==> config.mk <==
export PLATFORM = sky130hd
export DESIGN_NAME = system_debug_id_options
export DESIGN_NICKNAME = d
export VERILOG_FILES = /design/src/hdl/system_debug_id_options.v /design/src/hdl/write_once_bit.v
export VERILOG_INCLUDE_DIRS = /design/src /design/src/include
export SDC_FILE = /design/constraint.sdc
export NUM_CORES = 1
export LEC_CHECK = 0
export ABC_AREA = 1
export BUFFER_PORTS_ARGS = -buffer_cell sky130_fd_sc_hd__buf_2
export CAP_MARGIN = 30
export CORE_MARGIN = 10
export CORE_UTILIZATION = 30
export CTS_BUF_LIST = sky130_fd_sc_hd__clkbuf_4 sky130_fd_sc_hd__clkbuf_8
export CTS_CLUSTER_SIZE = 14
export DETAILED_ROUTE_END_ITERATION = 8
export GPL_TIMING_DRIVEN = 0
export MAX_ROUTING_LAYER = met4
export SYNTH_ARGS = -nofsm -noshare
export SYNTH_HDL_FRONTEND = slang
export SYNTH_SLANG_ARGS = --single-unit
==> constraint.sdc <==
create_clock -name sys_clk -period 1.35 [get_ports sys_clk]
set_input_delay 0.135 -clock sys_clk [delete_from_list [all_inputs] [get_ports sys_clk]]
set_output_delay 0.135 -clock sys_clk [all_outputs]
set_load 0.01 [all_outputs]
==> src/include/sys_regs_defines.vh <==
`ifndef SYS_REGS_DEFINES_VH
`define SYS_REGS_DEFINES_VH

// register byte addresses
`define ADDR_DEBUG_FORCE_RESET 16'h3001
`define ADDR_PART_NUMBER_HIGH 16'h3002
`define ADDR_PART_NUMBER_LOW 16'h3003
`define ADDR_SYSTEM_OPTIONS_ONE 16'h3004

// debug force reset fields
`define FORCE_RESET_BIT 0
`define DEBUG_FORCE_RESET_READ 8'h00

// system options one fields
`define OPT_SERIAL_PIN_SELECT 7
`define OPT_TIMER1_PIN_SELECT 6
`define OPT_TIMER0_PIN_SELECT 5
`define OPT_RESERVED4 4
`define OPT_DEBUG_PIN_ENABLE 3
`define OPT_RESET_PIN_ENABLE 2
`define OPT_FAST_WAKEUP_ENABLE 1
`define OPT_STOP_ENABLE 0
`define OPTIONS_ONE_RESET 8'h0C

// part number layout
`define PART_NUMBER_HIGH_MASK 8'h0F

// length of the forced reset request pulse
`define FORCE_RESET_PULSE_CYCLES 4

`endif

==> src/hdl/system_debug_id_options.v <==
`timescale 1ns/1ps
`default_nettype none
`include "sys_regs_defines.vh"

module system_debug_id_options #(
	parameter [11:0] PART_NUMBER = 12'h000 // arbitrary value
) (
	// clock and resets
	input wire sys_clk,
	input wire reset_n,
	input wire por_n,
	// cpu register port
	input wire [15:0] cpu_addr,
	input wire cpu_wr,
	input wire cpu_rd,
	input wire [7:0] cpu_wdata,
	output reg [7:0] cpu_rdata,
	// background debug register port
	input wire [15:0] debug_addr,
	input wire debug_wr,
	input wire [7:0] debug_wdata,
	// reset request
	output wire force_reset_req,
	// stop instruction handling
	input wire stop_exec,
	output wire stop_enter,
	output wire illegal_stop_reset,
	// pin routing
	output wire serial_pin_select,
	output wire serial_on_port_a_pin2_pin3,
	output wire timer1_pin_select,
	output wire timer0_pin_select,
	output wire [1:0] timer_zero_ch0_pin,
	output wire [1:0] timer_zero_ch1_pin,
	output wire debug_pin_enable,
	output wire port_a_pin4_output_only,
	output wire reset_pin_enable,
	output wire fast_wakeup_enable,
	output wire stop_enable
);

	// ----------------------------------------
	// decode
	// ----------------------------------------
	wire cpu_opt_wr; // cpu write to options
	wire dbg_opt_wr; // debug write to options
	wire opt_wr; // any options write
	wire [7:0] opt_wdata; // data for options write
	wire dbg_force_wr; // debug write to force reset

	// cpu writes to force reset register decode to nothing
	assign cpu_opt_wr = cpu_wr && (cpu_addr == `ADDR_SYSTEM_OPTIONS_ONE);
	assign dbg_opt_wr = debug_wr && (debug_addr == `ADDR_SYSTEM_OPTIONS_ONE);
	assign opt_wr = cpu_opt_wr | dbg_opt_wr;
	assign opt_wdata = dbg_opt_wr ? debug_wdata : cpu_wdata;
	assign dbg_force_wr = debug_wr && (debug_addr == `ADDR_DEBUG_FORCE_RESET);

	// ----------------------------------------
	// forced reset pulse
	// ----------------------------------------
	reg [2:0] force_cnt_ff; // remaining pulse cycles
	reg [2:0] nxt_force_cnt;

	// start pulse only on a debug write of one in bit zero
	always @* begin
		nxt_force_cnt = force_cnt_ff;
		if (dbg_force_wr && debug_wdata[`FORCE_RESET_BIT]) begin
			nxt_force_cnt = 3'h4;
		end else if (force_cnt_ff != 3'h0) begin
			nxt_force_cnt = force_cnt_ff - 3'h1;
		end
	end

	// pulse counter
	always @(posedge sys_clk or negedge reset_n) begin
		if (!reset_n) begin
			force_cnt_ff <= 3'h0;
		end else begin
			force_cnt_ff <= nxt_force_cnt;
		end
	end

	assign force_reset_req = (force_cnt_ff != 3'h0);

	// ----------------------------------------
	// options bits
	// ----------------------------------------
	wire [7:0] opt_bits; // assembled options value
	localparam [7:0] OPT_RESET = `OPTIONS_ONE_RESET; // constant reset image, usable as a parameter

	// write-once bits reloaded with OPT_RESET by mcu reset, except reset pin enable (power-on reset only)
	genvar gi;
	generate
		for (gi = 0; gi < 8; gi = gi + 1) begin : g_opt
			if (gi == `OPT_RESERVED4) begin : g_rsv
				assign opt_bits[gi] = 1'b0;
			end else if (gi == `OPT_RESET_PIN_ENABLE) begin : g_por
				// only power-on reset restores this bit
				write_once_bit #(.RESET_VALUE(1'b1)) u_bit (
					.sys_clk(sys_clk),
					.reset_n(por_n),
					.wr_en(opt_wr),
					.wr_data(opt_wdata[gi]),
					.bit_out(opt_bits[gi])
				);
			end else begin : g_mcu
				write_once_bit #(.RESET_VALUE(OPT_RESET[gi])) u_bit (
					.sys_clk(sys_clk),
					.reset_n(reset_n),
					.wr_en(opt_wr),
					.wr_data(opt_wdata[gi]),
					.bit_out(opt_bits[gi])
				);
			end
		end
	endgenerate

	// ----------------------------------------
	// option effects
	// ----------------------------------------
	assign serial_pin_select = opt_bits[`OPT_SERIAL_PIN_SELECT];
	assign serial_on_port_a_pin2_pin3 = serial_pin_select;
	assign timer1_pin_select = opt_bits[`OPT_TIMER1_PIN_SELECT];
	assign timer0_pin_select = opt_bits[`OPT_TIMER0_PIN_SELECT];
	// pin number of each timer zero channel
	assign timer_zero_ch0_pin = timer0_pin_select ? 2'h2 : 2'h0;
	assign timer_zero_ch1_pin = timer0_pin_select ? 2'h3 : 2'h1;
	assign debug_pin_enable = opt_bits[`OPT_DEBUG_PIN_ENABLE];
	assign port_a_pin4_output_only = !debug_pin_enable;
	assign reset_pin_enable = opt_bits[`OPT_RESET_PIN_ENABLE];
	assign fast_wakeup_enable = opt_bits[`OPT_FAST_WAKEUP_ENABLE];
	assign stop_enable = opt_bits[`OPT_STOP_ENABLE];
	// stop with stop disabled becomes illegal reset
	assign stop_enter = stop_exec && stop_enable;
	assign illegal_stop_reset = stop_exec && !stop_enable;

	// ----------------------------------------
	// read data
	// ----------------------------------------
	reg [7:0] nxt_rdata;

	// address decode for cpu reads
	always @* begin
		nxt_rdata = 8'h00;
		if (cpu_addr == `ADDR_DEBUG_FORCE_RESET) begin
			nxt_rdata = `DEBUG_FORCE_RESET_READ;
		end else if (cpu_addr == `ADDR_PART_NUMBER_HIGH) begin
			nxt_rdata = {4'h0, PART_NUMBER[11:8]};
		end else if (cpu_addr == `ADDR_PART_NUMBER_LOW) begin
			nxt_rdata = PART_NUMBER[7:0];
		end else if (cpu_addr == `ADDR_SYSTEM_OPTIONS_ONE) begin
			nxt_rdata = opt_bits;
		end
	end

	// registered read data, valid the cycle after cpu_rd
	always @(posedge sys_clk or negedge reset_n) begin
		if (!reset_n) begin
			cpu_rdata <= 8'h00;
		end else if (cpu_rd) begin
			cpu_rdata <= nxt_rdata;
		end
	end

endmodule // system_debug_id_options

`default_nettype wire

==> src/hdl/write_once_bit.v <==
`timescale 1ns/1ps
`default_nettype none

// ----------------------------------------
// one write-once option bit
// ----------------------------------------
module write_once_bit #(
	parameter RESET_VALUE = 1'b0
) (
	// clock and reset
	input wire sys_clk,
	input wire reset_n,
	// write request
	input wire wr_en,
	input wire wr_data,
	// current value
	output wire bit_out
);

	reg bit_ff; // stored value
	reg locked_ff; // high once first write taken
	wire nxt_bit;
	wire nxt_locked;

	// first write after reset sticks, later ones ignored
	assign nxt_bit = (wr_en && !locked_ff) ? wr_data : bit_ff;
	assign nxt_locked = locked_ff | wr_en;

	// state registers
	always @(posedge sys_clk or negedge reset_n) begin
		if (!reset_n) begin
			bit_ff <= RESET_VALUE;
			locked_ff <= 1'b0;
		end else begin
			bit_ff <= nxt_bit;
			locked_ff <= nxt_locked;
		end
	end

	assign bit_out = bit_ff;

endmodule // write_once_bit

`default_nettype wire

==> reports/summary.txt <==
end of the critical path: force_reset_req
Clock Pin Slew Worst Setup and Hold Paths: 0.09 ns
Yosys warnings: 0
pre-CTS setup slack: -0.000490 ns
Int Pwr: 0.00135 W
post-synth top area share: 40.4%
final slew viol count: 0
leading cell types by count after synthesis: 62 x nand2_1, 28 x inv_1, 22 x dfrtp_1
Worst setup startpoint: force_cnt_ff[0]
Cells after Synth: 183
Seq cells post-synth: 24
Avg Cell Area, Syn: 7.44 um2
Clock Skew: 0.00559 ns
sequential share of the synthesized area: 44.3%
kind of critical path: reg2out
Tmin final: 1.27 ns
Worst VDD drop: 423 uV
floorplan row count: 24
RSZ-0062 raised after global routing: no
Synth Flop Type: dfrtp_1
core area: 0.00438 mm2
die area: 0.00763 mm2
vias: 1301
post-CTS sizing: 0
Final ANT Viol Nets: 0
drt via density: 4.13
Slowest cell on crit path: dfrtp_1
layout cell share with drive strength beyond 1: 36.1%
dpl hpwl: 3020 um
status: complete, no violations
Detailed Routing Iterations Pass 1: 4
Final WS setup: 0.0770 ns
Yosys cell types: 23
Worst Hold Class: in2reg
Logic pwr share: 21.0%
reg-to-reg critical path endpoint: force_cnt_ff[0]
H-tree lvl count: 1
gr usage total: 9.89%
cell area after layout: 0.00189 mm2
critical path arrival: 1.14 ns
port bufs: 73
crit path launch type: flop
CTS tree: done
GRT overflow: 0
final setup fails: 0
root buf cell: clkbuf_8
Max Cap Viol: 0
most common cell in the netlist: nand2_1
initial antenna violation count: 0
number of synthesized flops with an enable pin: 0
sw frac: 24.5%
power per cell area: 950 mW/mm2
crit-path cells: inv_1, ha_1, nand2_1, buf_2
largest area contributor in the netlist: dfrtp_1
fmax: 786 MHz
reg-to-reg setup timing slack: 0.22 ns
Post-Route WL: 3570 um
die width: 87.4 um
RR Startpoint: force_cnt_ff[0]
CP required: 1.22 ns
Cell Area, Placed: 0.00180 mm2
Clk pwr share: 34.9%
Initial DRC Count: 58
Num CTS Buffers: 3
starting density of the core: 31.1%
area grow syn2layout: 38.6%
DRC: 0
Worst Setup End Kind: output port
CTS Buffer Depth: 2
die height: 87.4 um
leakage power: 1.09 nW
part of the cycle the worst path needs: 94.3%
Sequential Power Share: 44.0%
maximum fanout along the worst path: 4
switching power: 0.000439 W
Post-synth ARST share: 100%
clock insertion delay at the later pin of the skew report: 0.27 ns
CTS Sinks: 24
largest net degree at the start of global routing: 23
synthesized cell area: 0.00136 mm2
final hold violation count: 0
routed length per instance: 11.3 um
Final Net Count: 321
reg2reg path depth: 6
Synth area leaders: dfrtp_1 40%, nand2_1 17%, inv_1 7.7%
gp weighted congestion: 0.715
vias in the first global route: 1382
I/O Pins: 79
first-pass GRT wire length: 6110 um
n_diodes: 0
critical path's largest stage delay: 0.35 ns
## layout by cell type, fill, tap and decap left out
cell type / instances
and3_1: 1
buf_12: 1
buf_2: 73
buf_4: 6
bufinv_16: 1
clkbuf_1: 1
clkbuf_8: 3
conb_1: 3
dfrtp_1: 22
dfstp_2: 2
dlygate4sd3_1: 2
ha_1: 2
inv_1: 28
inv_2: 1
nand2_1: 62
nand2_2: 2
nand2_4: 1
nand3_1: 19
nand3_4: 1
nor2_1: 17
nor2_2: 3
nor2_8: 1
nor3_1: 1
o21a_1: 1
o21ai_0: 1
o22ai_1: 7
xnor2_1: 1
## critical path, delay by kind of cell (launching register included)
family        cells  cell delay (ns)
buf+inv           2             0.22
fa+ha+maj         1             0.19
flops             1             0.35
simple gates      1             0.11
## repair_timing
action	in CTS	in global routing
hold buffers	2	0
buffers inserted	0	0
endpoints found under the hold margin	23	0
## metal layers
metal	up-vias	global-route usage, %	wire (um)
met2	43	16.1	1650
met5	-	-	0
met4	0	1.30	12
met3	2	3.84	285
li1	713	-	-
met1	543	11.5	1620
## state kept, by name, indices dropped and copies added, names as in the netlist
| register | count |
|---|---|
| cpu_rdata | 7 |
| g_opt.g_mcu.u_bit.bit_out | 6 |
| g_opt.g_por.u_bit.locked_ff | 1 |
| force_cnt_ff | 3 |
| g_opt.g_mcu.u_bit.locked_ff | 6 |
| g_opt.g_por.u_bit.bit_out | 1 |
## per-stage QoR
stage	TNS (ns)	hold slack, ns	std cells	util, %	total power (W)
final	0	0.158	315	43.0	0.00179
after global routing	0	0.164	315	43.0	0.00192
after CTS	0	0.151	315	43.0	0.00182
after detailed placement	-0.000490	-0.0771	309	41.0	0.00118
after global placement	0	-0.0769	309	41.0	0.00117
after floorplan	0	-0.161	184	-	0.00104
## worst min path at each step
stage | endpoint | slack, ns | from | depth (start not counted)
after floorplan | cpu_rdata[0] | -0.16 | reset_n | 0
after global placement | g_opt[2].g_por.u_bit.locked_ff | -0.08 | por_n | 1
after detailed placement | g_opt[2].g_por.u_bit.locked_ff | -0.08 | por_n | 1
after CTS | cpu_rdata[1] | 0.15 | cpu_rd | 3
after global routing | g_opt[2].g_por.u_bit.bit_out | 0.16 | cpu_wdata[2] | 5
final | cpu_rdata[5] | 0.16 | cpu_rd | 3
## power groups by stage
stage	sequential, W	clock [W]	combinational, W
3_5_place_dp	0.000802	0	0.000381
4_1_cts	0.000789	0.000645	0.000385
2_1_floorplan	0.000799	0	0.000240
6_report	0.000789	0.000626	0.000377
5_1_grt	0.000796	0.000675	0.000447
3_3_place_gp	0.000802	0	0.000372
## final cells by class
class	count	area (um2)
Tap cell	52	65.1
Sequential cell	24	603
Clock buffer	3	41.3
Multi-Input combinational cell	123	584
Inverter	29	109
Timing Repair Buffer	75	385
Clock inverter	1	30.0
Fill cell	458	2500
Buffer	8	68.8
## kinds of logic (layout without fill, tap and decap cells)
family	after synthesis	in the layout	synth area share (%)
XOR/XNOR	1	1	0.643
AND/OR/NAND/NOR	108	108	35.5
AO/OA/AOI/OAI	9	9	4.14
flip-flops	24	24	44.3
other	2	3	0.552
buffers and inverters	37	116	13.1
adder cells (fa/ha/maj)	2	2	1.84
(Power assumes the default switching activity.)
